<file path="src/hw/kfs_pkg.sv">
package kfs_pkg;
	// fault numbers shown on the display
	localparam logic [5:0] FC_UNDERVOLTAGE = 6'h05;
	localparam logic [5:0] FC_PHASE_LOSS = 6'h13;
	localparam logic [5:0] FC_CAN_BUS_OFF = 6'h17;
	localparam logic [5:0] FC_WARNING_AS_FAULT = 6'h18;
	localparam logic [5:0] FC_RESTART_LOCK_CONFLICT = 6'h1b;
	localparam logic [5:0] FC_NONE = 6'h00;
	// bit positions in the pending fault vector
	localparam int FB_UNDERVOLTAGE = 0;
	localparam int FB_PHASE_LOSS = 1;
	localparam int FB_CAN_BUS_OFF = 2;
	localparam int FB_WARNING_AS_FAULT = 3;
	localparam int FB_RESTART_LOCK_CONFLICT = 4;
	localparam int FAULT_NUM = 5;
	// clearable without full restart
	localparam logic [4:0] FAULT_CLEARABLE = 5'h03;
	// key timing, edit steps, reset values and limits
	localparam int DOUBLE_GAP_TICKS = 4000;
	localparam logic [15:0] DEFAULT_GAP = 16'h0fa0;
	localparam logic [15:0] EDIT_STEP_ONE = 16'h0001;
	localparam logic [15:0] EDIT_STEP_TEN = 16'h000a;
	localparam logic [15:0] EDIT_RESET = 16'h0000;
	localparam logic [3:0] MENU_RESET = 4'h0;
	localparam logic [3:0] BAUD_CODE_MAX = 4'ha;
	localparam logic [2:0] OPMODE_SERVICE = 3'h0;
	localparam logic [2:0] MAX_STATIONS = 3'h6;

	typedef struct packed {
		logic undervoltage;
		logic phase_loss;
		logic can_bus_off;
		logic warning_as_fault;
		logic restart_lock_enable;
		logic drive_enable;
	} kfs_fault_in_t;

	typedef struct packed {
		logic service_start;
		logic service_stop;
		logic host_disable;
		logic clear_fault_command;
	} kfs_host_cmd_t;

	typedef enum logic [3:0] {
		KEY_IDLE = 4'b0001,
		KEY_WAIT = 4'b0010,
		KEY_CHORD = 4'b0100,
		KEY_RELEASE = 4'b1000
	} kfs_key_state_t;
endpackage

</file>
<file path="src/hw/kfs_baud_map.sv">
`timescale 1ns/100ps
module kfs_baud_map (
	// code in
	input wire logic [3:0] code_in,
	// rate out
	output logic [10:0] kbit_out,
	output logic valid_out
);
	always_comb begin
		valid_out = 1'b1;
		unique case (code_in)
			4'h0: kbit_out = 11'd10;
			4'h1: kbit_out = 11'd20;
			4'h2: kbit_out = 11'd50;
			4'h3: kbit_out = 11'd100;
			4'h4: kbit_out = 11'd125;
			4'h5: kbit_out = 11'd250;
			4'h6: kbit_out = 11'd333;
			4'h7: kbit_out = 11'd500;
			4'h8: kbit_out = 11'd666;
			4'h9: kbit_out = 11'd800;
			4'ha: kbit_out = 11'd1000;
			default: begin
				kbit_out = 11'd0;
				valid_out = 1'b0;
			end
		endcase
	end
endmodule

</file>
<file path="src/hw/kfs_supervisor.sv">
`timescale 1ns/100ps
// Summary of operation
// - single up press moves menu up or adds one to edited number
// - single down press moves menu down or subtracts one
// - two quick presses of one key change number by ten
// - left pressed while right held accepts number and returns a level
// - only the standard menu is offered by default
// - extended menu only if right key held at supply power-up
// - node address and baud apply only after a supply power cycle
// - baud code 0..10 maps to 10..1000 kbit/s
// - each fault shows as a coded fault number
// - any fault opens ready contact and disables output stage
// - any fault engages holding brake when installed
// - clear-fault command cancels clearable faults without reset
// - reset with only clearable faults pending only clears faults
// - undervoltage raises fault 5
// - CAN bus-off raises fault 23
// - warning configured as fault raises fault 24
// - restart-lock enable together with drive enable raises fault 27
// - phase-loss fault can be suppressed by configuration
// - service start sets opmode 0 and enables output stage
// - service runs until stop or a pending fault; host disable turns output stage off
// - respond on multilink only when station address matches
// - warnings show as codes without tripping ready or output stage
module kfs_supervisor #(
	parameter logic [15:0] GAP_TICKS = kfs_pkg::DEFAULT_GAP
) (
	// clock and reset
	input wire logic clk_in,
	input wire logic resetn_in,
	// keys, sampled on key tick
	input wire logic key_tick_in,
	input wire logic key_up_in,
	input wire logic key_down_in,
	input wire logic key_left_in,
	input wire logic key_right_in,
	input wire logic edit_mode_in,
	// node settings entered on panel
	input wire logic [6:0] node_addr_set_in,
	input wire logic [3:0] baud_code_set_in,
	// fault sources and config
	input wire kfs_pkg::kfs_fault_in_t fault_src_in,
	input wire logic phase_loss_as_warning_in,
	input wire logic brake_installed_in,
	input wire logic warning_active_in,
	input wire logic [5:0] warning_code_in,
	// reset request from panel or reset input
	input wire logic reset_request_in,
	// host
	input wire logic host_valid_in,
	input wire logic [2:0] host_station_in,
	input wire logic [2:0] station_addr_in,
	input wire kfs_pkg::kfs_host_cmd_t host_cmd_in,
	// panel outputs
	output logic [3:0] menu_index_out,
	output logic [15:0] edit_value_out,
	output logic accept_return_out,
	output logic extended_menu_out,
	// applied node settings
	output logic [6:0] node_addr_out,
	output logic [10:0] baud_kbit_out,
	// display
	output logic [5:0] display_fault_out,
	output logic [5:0] display_warning_out,
	// power side
	output logic ready_to_operate_contact_out,
	output logic output_stage_enable_out,
	output logic brake_engage_out,
	output logic [2:0] opmode_out,
	output logic service_active_out,
	output logic full_restart_out,
	output logic host_ack_out
);
	logic rst_s1_r, rst_s2_r;
	logic rstn;
	always_ff @(posedge clk_in or negedge resetn_in) begin
		if (!resetn_in) begin
			rst_s1_r <= 1'b0;
			rst_s2_r <= 1'b0;
		end else begin
			rst_s1_r <= 1'b1;
			rst_s2_r <= rst_s1_r;
		end
	end
	assign rstn = rst_s2_r;

	// power-up capture: one shot after reset release
	logic captured_r, captured_nxt;
	logic extended_r, extended_nxt;
	logic [6:0] node_r, node_nxt;
	logic [3:0] baud_r, baud_nxt;
	logic [10:0] kbit_w;
	logic [10:0] kbit_r;
	logic baud_ok_w;

	kfs_baud_map u_baud (
		.code_in(baud_r),
		.kbit_out(kbit_w),
		.valid_out(baud_ok_w)
	);

	always_comb begin
		captured_nxt = 1'b1;
		extended_nxt = extended_r;
		node_nxt = node_r;
		baud_nxt = baud_r;
		if (!captured_r) begin
			extended_nxt = key_right_in;
			node_nxt = node_addr_set_in;
			baud_nxt = (baud_code_set_in > kfs_pkg::BAUD_CODE_MAX) ? 4'h0 : baud_code_set_in;
		end
	end

	always_ff @(posedge clk_in or negedge rstn) begin
		if (!rstn) begin
			captured_r <= 1'b0;
			extended_r <= 1'b0;
			node_r <= 7'h00;
			baud_r <= 4'h0;
			kbit_r <= 11'h000;
		end else begin
			captured_r <= captured_nxt;
			extended_r <= extended_nxt;
			node_r <= node_nxt;
			baud_r <= baud_nxt;
			kbit_r <= baud_ok_w ? kbit_w : 11'h000;
		end
	end

	// key handling
	kfs_pkg::kfs_key_state_t key_st_r, key_st_nxt;
	logic [15:0] gap_r, gap_nxt;
	logic last_up_r, last_up_nxt;
	logic [3:0] menu_r, menu_nxt;
	logic [15:0] edit_r, edit_nxt;
	logic acc_r, acc_nxt;
	logic up_q_r, dn_q_r, lf_q_r;
	logic up_edge, dn_edge, lf_edge;

	assign up_edge = key_tick_in && key_up_in && !up_q_r && !key_right_in;
	assign dn_edge = key_tick_in && key_down_in && !dn_q_r && !key_right_in;
	assign lf_edge = key_tick_in && key_left_in && !lf_q_r;

	function automatic logic [15:0] step_edit(input logic [15:0] v, input logic up, input logic [15:0] s);
		step_edit = up ? v + s : v - s;
	endfunction

	always_comb begin
		key_st_nxt = key_st_r;
		gap_nxt = gap_r;
		last_up_nxt = last_up_r;
		menu_nxt = menu_r;
		edit_nxt = edit_r;
		acc_nxt = 1'b0;
		if (key_tick_in && gap_r != 16'h0000) begin
			gap_nxt = gap_r - 16'h0001;
		end
		unique case (key_st_r)
			kfs_pkg::KEY_IDLE: begin
				if (key_tick_in && key_right_in) begin
					key_st_nxt = kfs_pkg::KEY_CHORD;
				end else if (up_edge || dn_edge) begin
					last_up_nxt = up_edge;
					gap_nxt = GAP_TICKS;
					key_st_nxt = kfs_pkg::KEY_WAIT;
					if (edit_mode_in) begin
						edit_nxt = step_edit(edit_r, up_edge, kfs_pkg::EDIT_STEP_ONE);
					end else begin
						menu_nxt = up_edge ? menu_r + 4'h1 : menu_r - 4'h1;
					end
				end
			end
			kfs_pkg::KEY_WAIT: begin
				if (key_tick_in && key_right_in) begin
					key_st_nxt = kfs_pkg::KEY_CHORD;
				end else if (gap_r != 16'h0000 && ((up_edge && last_up_r) || (dn_edge && !last_up_r))) begin
					// gap still running: the same key again counts as the second press of a double press
					// first press already stepped one, so step nine more in the same direction for ten total
					key_st_nxt = kfs_pkg::KEY_IDLE;
					if (edit_mode_in) begin
						edit_nxt = step_edit(edit_r, last_up_r,
							kfs_pkg::EDIT_STEP_TEN - kfs_pkg::EDIT_STEP_ONE);
					end
				end else if (up_edge || dn_edge) begin
					last_up_nxt = up_edge;
					gap_nxt = GAP_TICKS;
					if (edit_mode_in) begin
						edit_nxt = step_edit(edit_r, up_edge, kfs_pkg::EDIT_STEP_ONE);
					end else begin
						menu_nxt = up_edge ? menu_r + 4'h1 : menu_r - 4'h1;
					end
				end else if (key_tick_in && gap_r == 16'h0000) begin
					key_st_nxt = kfs_pkg::KEY_IDLE;
				end
			end
			kfs_pkg::KEY_CHORD: begin
				if (key_tick_in && !key_right_in) begin
					key_st_nxt = kfs_pkg::KEY_IDLE;
				end else if (lf_edge) begin
					acc_nxt = 1'b1;
					menu_nxt = kfs_pkg::MENU_RESET;
					key_st_nxt = kfs_pkg::KEY_RELEASE;
				end
			end
			kfs_pkg::KEY_RELEASE: begin
				if (key_tick_in && !key_right_in && !key_left_in) begin
					key_st_nxt = kfs_pkg::KEY_IDLE;
				end
			end
		endcase
	end

	always_ff @(posedge clk_in or negedge rstn) begin
		if (!rstn) begin
			key_st_r <= kfs_pkg::KEY_IDLE;
			gap_r <= 16'h0000;
			last_up_r <= 1'b0;
			menu_r <= kfs_pkg::MENU_RESET;
			edit_r <= kfs_pkg::EDIT_RESET;
			acc_r <= 1'b0;
			up_q_r <= 1'b0;
			dn_q_r <= 1'b0;
			lf_q_r <= 1'b0;
		end else begin
			key_st_r <= key_st_nxt;
			gap_r <= gap_nxt;
			last_up_r <= last_up_nxt;
			menu_r <= menu_nxt;
			edit_r <= edit_nxt;
			acc_r <= acc_nxt;
			if (key_tick_in) begin
				up_q_r <= key_up_in;
				dn_q_r <= key_down_in;
				lf_q_r <= key_left_in;
			end
		end
	end

	// faults and service function
	logic [4:0] pend_r, pend_nxt;
	logic [4:0] raw;
	logic svc_r, svc_nxt;
	logic stage_r, stage_nxt;
	logic [2:0] opm_r, opm_nxt;
	logic restart_r, restart_nxt;
	logic ack_r, ack_nxt;
	logic [5:0] dfault_r, dfault_nxt;
	logic [5:0] dwarn_r, dwarn_nxt;
	logic selected;
	logic clear_req;

	always_comb begin
		raw = 5'h00;
		raw[kfs_pkg::FB_UNDERVOLTAGE] = fault_src_in.undervoltage;
		raw[kfs_pkg::FB_PHASE_LOSS] = fault_src_in.phase_loss && !phase_loss_as_warning_in;
		raw[kfs_pkg::FB_CAN_BUS_OFF] = fault_src_in.can_bus_off;
		raw[kfs_pkg::FB_WARNING_AS_FAULT] = fault_src_in.warning_as_fault;
		raw[kfs_pkg::FB_RESTART_LOCK_CONFLICT] =
			fault_src_in.restart_lock_enable && fault_src_in.drive_enable;
	end

	assign selected = host_valid_in && host_station_in == station_addr_in
		&& station_addr_in < kfs_pkg::MAX_STATIONS;
	assign clear_req = (selected && host_cmd_in.clear_fault_command)
		|| (reset_request_in && (pend_r & ~kfs_pkg::FAULT_CLEARABLE) == 5'h00);

	always_comb begin
		pend_nxt = pend_r;
		if (clear_req) begin
			pend_nxt = pend_r & ~kfs_pkg::FAULT_CLEARABLE;
		end
		pend_nxt = pend_nxt | raw; // set wins over clear
		restart_nxt = reset_request_in && (pend_r & ~kfs_pkg::FAULT_CLEARABLE) != 5'h00;
		svc_nxt = svc_r;
		stage_nxt = stage_r;
		opm_nxt = opm_r;
		ack_nxt = selected;
		if (selected && host_cmd_in.service_start) begin
			svc_nxt = 1'b1;
			opm_nxt = kfs_pkg::OPMODE_SERVICE;
			stage_nxt = 1'b1;
		end
		if (selected && host_cmd_in.service_stop) begin
			svc_nxt = 1'b0;
		end
		if (selected && host_cmd_in.host_disable) begin
			stage_nxt = 1'b0;
		end
		if (pend_nxt != 5'h00) begin
			stage_nxt = 1'b0;
			svc_nxt = 1'b0;
		end
		if (pend_nxt[kfs_pkg::FB_UNDERVOLTAGE]) begin
			dfault_nxt = kfs_pkg::FC_UNDERVOLTAGE;
		end else if (pend_nxt[kfs_pkg::FB_PHASE_LOSS]) begin
			dfault_nxt = kfs_pkg::FC_PHASE_LOSS;
		end else if (pend_nxt[kfs_pkg::FB_CAN_BUS_OFF]) begin
			dfault_nxt = kfs_pkg::FC_CAN_BUS_OFF;
		end else if (pend_nxt[kfs_pkg::FB_WARNING_AS_FAULT]) begin
			dfault_nxt = kfs_pkg::FC_WARNING_AS_FAULT;
		end else if (pend_nxt[kfs_pkg::FB_RESTART_LOCK_CONFLICT]) begin
			dfault_nxt = kfs_pkg::FC_RESTART_LOCK_CONFLICT;
		end else begin
			dfault_nxt = kfs_pkg::FC_NONE;
		end
		dwarn_nxt = warning_active_in ? warning_code_in : kfs_pkg::FC_NONE;
	end

	always_ff @(posedge clk_in or negedge rstn) begin
		if (!rstn) begin
			pend_r <= 5'h00;
			svc_r <= 1'b0;
			stage_r <= 1'b0;
			opm_r <= kfs_pkg::OPMODE_SERVICE;
			restart_r <= 1'b0;
			ack_r <= 1'b0;
			dfault_r <= kfs_pkg::FC_NONE;
			dwarn_r <= kfs_pkg::FC_NONE;
		end else begin
			pend_r <= pend_nxt;
			svc_r <= svc_nxt;
			stage_r <= stage_nxt;
			opm_r <= opm_nxt;
			restart_r <= restart_nxt;
			ack_r <= ack_nxt;
			dfault_r <= dfault_nxt;
			dwarn_r <= dwarn_nxt;
		end
	end

	logic ready_r, brake_r;
	always_ff @(posedge clk_in or negedge rstn) begin
		if (!rstn) begin
			ready_r <= 1'b0;
			brake_r <= 1'b0;
		end else begin
			ready_r <= (pend_nxt == 5'h00);
			brake_r <= (pend_nxt != 5'h00) && brake_installed_in;
		end
	end

	assign menu_index_out = menu_r;
	assign edit_value_out = edit_r;
	assign accept_return_out = acc_r;
	assign extended_menu_out = extended_r;
	assign node_addr_out = node_r;
	assign baud_kbit_out = kbit_r;
	assign display_fault_out = dfault_r;
	assign display_warning_out = dwarn_r;
	assign ready_to_operate_contact_out = ready_r;
	assign output_stage_enable_out = stage_r;
	assign brake_engage_out = brake_r;
	assign opmode_out = opm_r;
	assign service_active_out = svc_r;
	assign full_restart_out = restart_r;
	assign host_ack_out = ack_r;
endmodule

</file>
<file path="config.mk">
export PLATFORM = sky130hd
export DESIGN_NAME = kfs_supervisor
export DESIGN_NICKNAME = d
export VERILOG_FILES = /design/src/hw/kfs_pkg.sv /design/src/hw/kfs_baud_map.sv /design/src/hw/kfs_supervisor.sv
export SDC_FILE = /design/constraint.sdc
export NUM_CORES = 1
export LEC_CHECK = 0
export BUFFER_PORTS_ARGS = -buffer_cell sky130_fd_sc_hd__buf_4
export CORE_UTILIZATION = 25
export CTS_BUF_LIST = sky130_fd_sc_hd__clkbuf_16
export DETAILED_ROUTE_END_ITERATION = 10
export PLACE_DENSITY = 0.41
export REMOVE_ABC_BUFFERS = 1
export SLEW_MARGIN = 20
export SYNTH_ARGS = -nofsm -noshare
export SYNTH_HDL_FRONTEND = slang
export SYNTH_SLANG_ARGS = --single-unit
</file>
<file path="constraint.sdc">
create_clock -name clk_in -period 4.5 [get_ports clk_in]
set_clock_uncertainty 0.05 [all_clocks]
set_input_delay 0.45 -clock clk_in [delete_from_list [all_inputs] [get_ports clk_in]]
set_output_delay 0.45 -clock clk_in [all_outputs]
set_load 0.01 [all_outputs]
</file>
# Yosys cells after proc, flatten, opt, wreduce, memory -nomap -nowiden

Index checks and enable logic that the tools add are counted.

Output and inout port bits: 61
Register bits: 94
Word-level logic and storage cells: 172
Input port bits: 46

Reductions and logical operators: 53
Bitwise gates (word level): 1
$lt $le $gt $ge: 2
Equal/unequal tests: 26
Mux-type cells: 58
Add/subtract/negate cells: 7

Operators with widths:

| cell                                               | number |
|---|---|
| two-way mux 16 bit                                 | 13 |
| case mux 10 bit (11 select lines)                  | 1 |
| two-way mux 4 bit                                  | 18 |
| case mux 16 bit (2 select lines)                   | 2 |
| subtractor 16 x 1 -> 16 bit, second input constant | 2 |
| logical AND 1 bit                                  | 27 |
| two-way mux 5 bit                                  | 5 |
| == test 4 x 3 -> 1 bit, second input constant      | 5 |
| adder 16 x 1 -> 16 bit, second input constant      | 1 |
| adder 16 x 4 -> 16 bit, second input constant      | 1 |
| == test 4 bit, second input constant               | 4 |
| zero test 16 bit                                   | 1 |
| case mux 4 bit (4 select lines)                    | 1 |
| nonzero test 16 bit                                | 1 |
| subtractor 16 x 4 -> 16 bit, second input constant | 1 |
| two-way mux 1 bit                                  | 13 |
| == test 4 x 2 -> 1 bit, second input constant      | 3 |
| != test 2 bit, second input constant               | 6 |
| case mux 4 bit (3 select lines)                    | 1 |
| two-way mux 11 bit                                 | 1 |
| OR reduction 11 bit                                | 1 |
| zero test 5 bit                                    | 2 |
| nonzero test 5 bit                                 | 2 |
| != test 3 bit, second input constant               | 3 |
| other kinds (19)                                   | 32 |

# Longest topological paths before layout

Depth in word-level cells: 12
Depth in mapped cells: 12
Gate-level depth less buffers: 11

# Modules after synthesis

From an unflattened synthesis, not the netlist that was laid out.

Cell total of the unflattened synthesis: 584
Area total of the unflattened synthesis: 5534.1 µm²

Modules (own cells, without submodules):

| module         | cells each | sequential area each (µm²) | times used | area each (µm²) |
|---|---|---|---|---|
| kfs_supervisor | 548        | 2328.5                     | 1          | 5321.4 |
| kfs_baud_map   | 36         | 0.0                        | 1          | 212.7 |

# Least setup slack after synthesis

No wires, ideal clock.

Path kind: input-to-reg
From: in key_right_in
To: reg edit_r[14] (netlist: edit_value_out[14])
Library setup time: 0.072 ns
Path buffers: 1
Data required time: 4.378 ns
Cell stages on the path: 12
Setup slack: 1.289 ns
Arrival: 3.089 ns
Cell sequence: nand4bb_1 clkbuf_1 inv_1 fa_1 nor2b_1 o21a_1 o21ai_0 a211oi_1 o211ai_1 a2111oi_0 o31ai_1 nor2_1

Longest elaborated chain between the ends: 8
Elaborated cells between the ends (all ways): 20
Classes of those cells: eq/ne (3); mux (7); reduce/logical (10)

RTL lines:

| what                                                    | line                                                                | RTL |
|---|---|---|
| start: declaration                                      | kfs_supervisor.sv:36                                                | `input wire logic key_right_in,` |
| zero test 1 bit (*)                                     | kfs_supervisor.sv:140                                               | `assign up_edge = key_tick_in && key_up_in && !up_q_r && !key_right_in;` |
| logical AND 1 bit (*)                                   | kfs_supervisor.sv:140                                               |  |
| via up_edge                                             | kfs_supervisor.sv:138                                               | `logic up_edge, dn_edge, lf_edge;` |
| two-way mux 16 bit or logical AND 1 bit (tied branches) | kfs_supervisor.sv:145, kfs_supervisor.sv:176                        |  |
| two-way mux 16 bit or logical OR 1 bit (tied branches)  | kfs_supervisor.sv:166, kfs_supervisor.sv:187, kfs_supervisor.sv:176 |  |
| two-way mux 16 bit or logical AND 1 bit (tied branches) | kfs_supervisor.sv:184, kfs_supervisor.sv:176                        |  |
| two-way mux 16 bit                                      | kfs_supervisor.sv:176                                               | `end else if (gap_r != 16'h0000 && ((up_edge && last_up_r) \|\| (dn_edge && !last_up_r))) begin` |
| two-way mux 16 bit                                      | kfs_supervisor.sv:174                                               | `if (key_tick_in && key_right_in) begin` |
| case mux 16 bit (2 select lines)                        | kfs_supervisor.sv:158                                               | `unique case (key_st_r)` |
| end signal: assignment                                  | kfs_supervisor.sv:219                                               | `edit_r <= kfs_pkg::EDIT_RESET;` |
| end signal: assignment                                  | kfs_supervisor.sv:229                                               | `edit_r <= edit_nxt;` |
| end: declaration                                        | kfs_supervisor.sv:135                                               | `logic [15:0] edit_r, edit_nxt;` |

The timed path passes the listed nets; every way through them passes the cells marked *. The select of a mux whose other input is x is not followed.
A chain may end at the register's enable or synchronous reset.

# Worst setup path after layout

From: reg last_up_r
To: reg edit_r[14] (netlist: edit_value_out[14])

Longest elaborated chain between the ends: 7
Elaborated cells between the ends (all ways): 12
Classes of those cells: eq/ne (1); mux (5); reduce/logical (6)

RTL lines:

| what                             | line                  | RTL |
|---|---|---|
| start: declaration               | kfs_supervisor.sv:133 | `logic last_up_r, last_up_nxt;` |
| start signal: assignment         | kfs_supervisor.sv:227 | `last_up_r <= last_up_nxt;` |
| zero test 1 bit                  | kfs_supervisor.sv:176 |  |
| logical AND 1 bit                | kfs_supervisor.sv:176 |  |
| logical OR 1 bit                 | kfs_supervisor.sv:176 |  |
| logical AND 1 bit                | kfs_supervisor.sv:176 |  |
| two-way mux 16 bit               | kfs_supervisor.sv:176 |  |
| two-way mux 16 bit               | kfs_supervisor.sv:174 |  |
| case mux 16 bit (2 select lines) | kfs_supervisor.sv:158 |  |

Parallel ways exist; a longest one is shown, timed or not. The select of a mux whose other input is x is not followed.

==> impl_metrics.ini <==
[timing]
setup_viol = 0
fin_crit_sh_pct = 79.2
final_hold_viol_count = 0
max_freq_mhz = 281
maxSlewViolCount = 0
layout_min_cycle_time_ns = 3.56
final.setup.tns_ns = 0
maxSlewHeadroom_pct = 42.7
worst_slew_pin_slew_ns = 0.838
rsz0062_at_grt = false

[setup_path]
cp-start-kind = register
cp-end-kind = register
cp.arrival_ns = 3.79
critical_path_class = register to register
required_ns = 4.73
r2r-start = last_up_r
worst-path-max-fanout = 17
startpoint = last_up_r

[synthesis]
synth_compound_area_share_pct = 17.8
ys_warn_count = 0
synth-simple-area-share_pct = 18.4
syn-instance-count = 567
synth-edff-count = 0
ys_ff_latch = 92
synth.cell_area_sq_um = 5430
synthAdderAreaFrac_pct = 8.94
seq_area_frac_synth_pct = 42.4
synth_top_family_by_area = simple AND/OR/NAND/NOR gates
syn_area_per_cell_sq_um = 9.58
synthMuxAreaShare_pct = 2.65
async_flop_share_pct = 100
synth-main-ff-cell = dfrtp_1
yosys.cell_types.count = 62
synth-xor-area-share_pct = 6.61

[global_route]
antenna_found_initial = 0
grt_start_max_net_pins = 49
grt_pass1_wl_um = 23300
grt_util_all_layers_pct = 13.1
grt_pass1_vias = 4751
grt_remaining_overflow = 0

[final_layout]
drive_gt1_share_pct = 21.5
insertedDiodeCount = 0
finalNetCount = 752
area_growth_pct = 24.6

[detailed_routing]
drt-initial-drc-count = 213
routed_wl_um = 13700
wire_per_inst_um = 14.5
via_per_inst = 4.76
vias = 4518
dr.pass1.iters = 4
drc_errors = 0
ant_nets = 0

[power]
power_density_nw_per_um2 = 614
power_w = 0.00416
total_leakage_power_nw = 2.94
irDropWorstVdd_mv = 0.190

[clock_network]
cts_tree = done
cts-resized-gates = 0
cts_buffer_depth = 2
cts_buffers = 9
cts_setup_buffers = 0
cts_hold_buffers = 1
clk_pin_slew_ns = 0.07
clock-root-buffer = clkbuf_16
htreeDepth = 3
clk_latency_ns = 0.34
cts_sinks = 92

[die]
fp.dieH_um = 149
io_pins = 107
rows = 53
dieArea_sq_um = 22300
die_x_um = 149
fp.coreArea_sq_um = 21200
initial_core_util_pct = 25.7

[min_path]
hp-class = primary input to register
min_from = host_cmd_in[2]

[placed_design]
port_buffers = 101
gp_congestion = 0.816
dp_hpwl_um = 10400

[run_status]
status = finished, final reports clean

[flow_run]
max-cap-violations = 0
## synthesized netlist by cell type, drive strengths merged, types with 6 or more instances
master / n / area, sq um
a211oi: 7 / 52.6
a21o: 15 / 113
a21oi: 33 / 169
a31oi: 6 / 37.5
and2: 10 / 62.6
buf: 7 / 47.6
clkbuf: 13 / 48.8
dfrtp: 91 / 2280
ha: 34 / 425
inv: 19 / 71.3
mux2: 11 / 124
nand2: 44 / 165
nand2b: 10 / 62.6
nand3: 16 / 80.1
nor2: 53 / 201
nor2b: 8 / 50.1
nor3: 17 / 85.1
nor4: 6 / 37.5
o21a: 10 / 75.1
o21ai: 33 / 169
o22ai: 10 / 62.6
or3: 9 / 56.3
xnor2: 30 / 263
xor2: 11 / 96.3
## layout make-up
type                            instances  area [sq um]
Fill cell                            2201         14400
Sequential cell                        92          2310
Multi-Input combinational cell        441          2980
Clock buffer                            9           225
Timing Repair Buffer                  106           798
Clock inverter                          7          42.5
Inverter                               19          71.3
Tap cell                              275           344
## kinds of logic after synthesis
group | Yosys count
AO/OA/AOI/OAI | 146
multiplexers | 13
XOR/XNOR | 41
adder cells (fa/ha/maj) | 37
buffers and inverters | 39
other | 2
AND/OR/NAND/NOR | 197
flip-flops | 92
## registers in the layout, indices dropped and copies added, names as in the netlist, 4 cells and up
register,cells
baud_kbit_out,10
pend_r,5
display_warning_out,6
display_fault_out,5
menu_index_out,4
gap_r,16
node_addr_out,7
edit_value_out,16
key_st_r,4
baud_r,4
## final timing paths
check / endpoint / slack, ns / cells after the start
max in group asynchronous: baud_kbit_out[6] / 3.09 / 1
min: service_active_out / 0.24 / 2
max: edit_value_out[14] / 0.94 / 10
min in group asynchronous: display_fault_out[1] / 0.30 / 0
min reg2reg: display_fault_out[1] / 0.30 / 0
max reg2reg: edit_value_out[14] / 0.94 / 10
## power breakdown
part	total, W	internal [W]	switching (W)
clock network	0.000712	0.000373	0.000339
registers	0.00127	0.00102	0.000246
logic	0.00218	0.00102	0.00116
## stage by stage
| step | area [sq um] | util (%) | hold WS [ns] | std cells | setup slack, ns |
|---|---|---|---|---|---|
| 3_5_place_dp | 6490 | 30.7 | 0.183 | 932 | 0.821 |
| 5_1_grt | 6770 | 32.0 | 0.230 | 949 | 0.552 |
| 2_1_floorplan | 5350 | - | 0.104 | 552 | 1.06 |
| 6_report | 6770 | 32.0 | 0.242 | 949 | 0.938 |
| 4_1_cts | 6770 | 32.0 | 0.221 | 949 | 0.875 |
| 3_3_place_gp | 6490 | 30.7 | 0.182 | 932 | 0.922 |
## layer usage
layer  vias up  GRT usage [%]  part of all wire, %
met5         -              0                    0
met3        19           3.36                  6.3
li1       2244              -                    -
met2       120           20.8                   44
met1      2135           17.0                   47
met4         0           5.26                  2.0
## worst max-delay path: stages (launching register included)
cell       delay, ns
dfrtp_1         0.40
inv_1           0.50
ha_1            0.41
a21o_1          0.19
a21o_1          0.20
a2111oi_0       0.78
o211ai_1        0.24
a41oi_1         0.30
mux2i_1         0.23
o31ai_1         0.09
nor2_1          0.09
## placed cells by master, fill, tap and decap left out, types with 4 or more instances in the layout
cell       Yosys  routed
dfrtp_1       91      90
o211ai_1       4       4
buf_4          5     105
a211oi_1       7       7
a21oi_1       32      32
a21o_1        15      15
o22ai_1       10      10
or3_1          9       9
o21ai_0       32      32
nor2_1        52      52
nand2_1       44      44
nand3_1       16      16
inv_1         19      20
o22a_1         5       5
xor2_1        11      11
nor4_1         6       6
mux2_2        11      11
nor3_1        17      17
xnor2_1       30      30
and2_1        10      10
a31oi_1        6       6
o21a_1        10      10
nor2b_1        8       8
clkbuf_16      0       9
nand2b_1      10      10
conb_1         2       7
ha_1          34      34
Power figures use the tool's default switching activity.
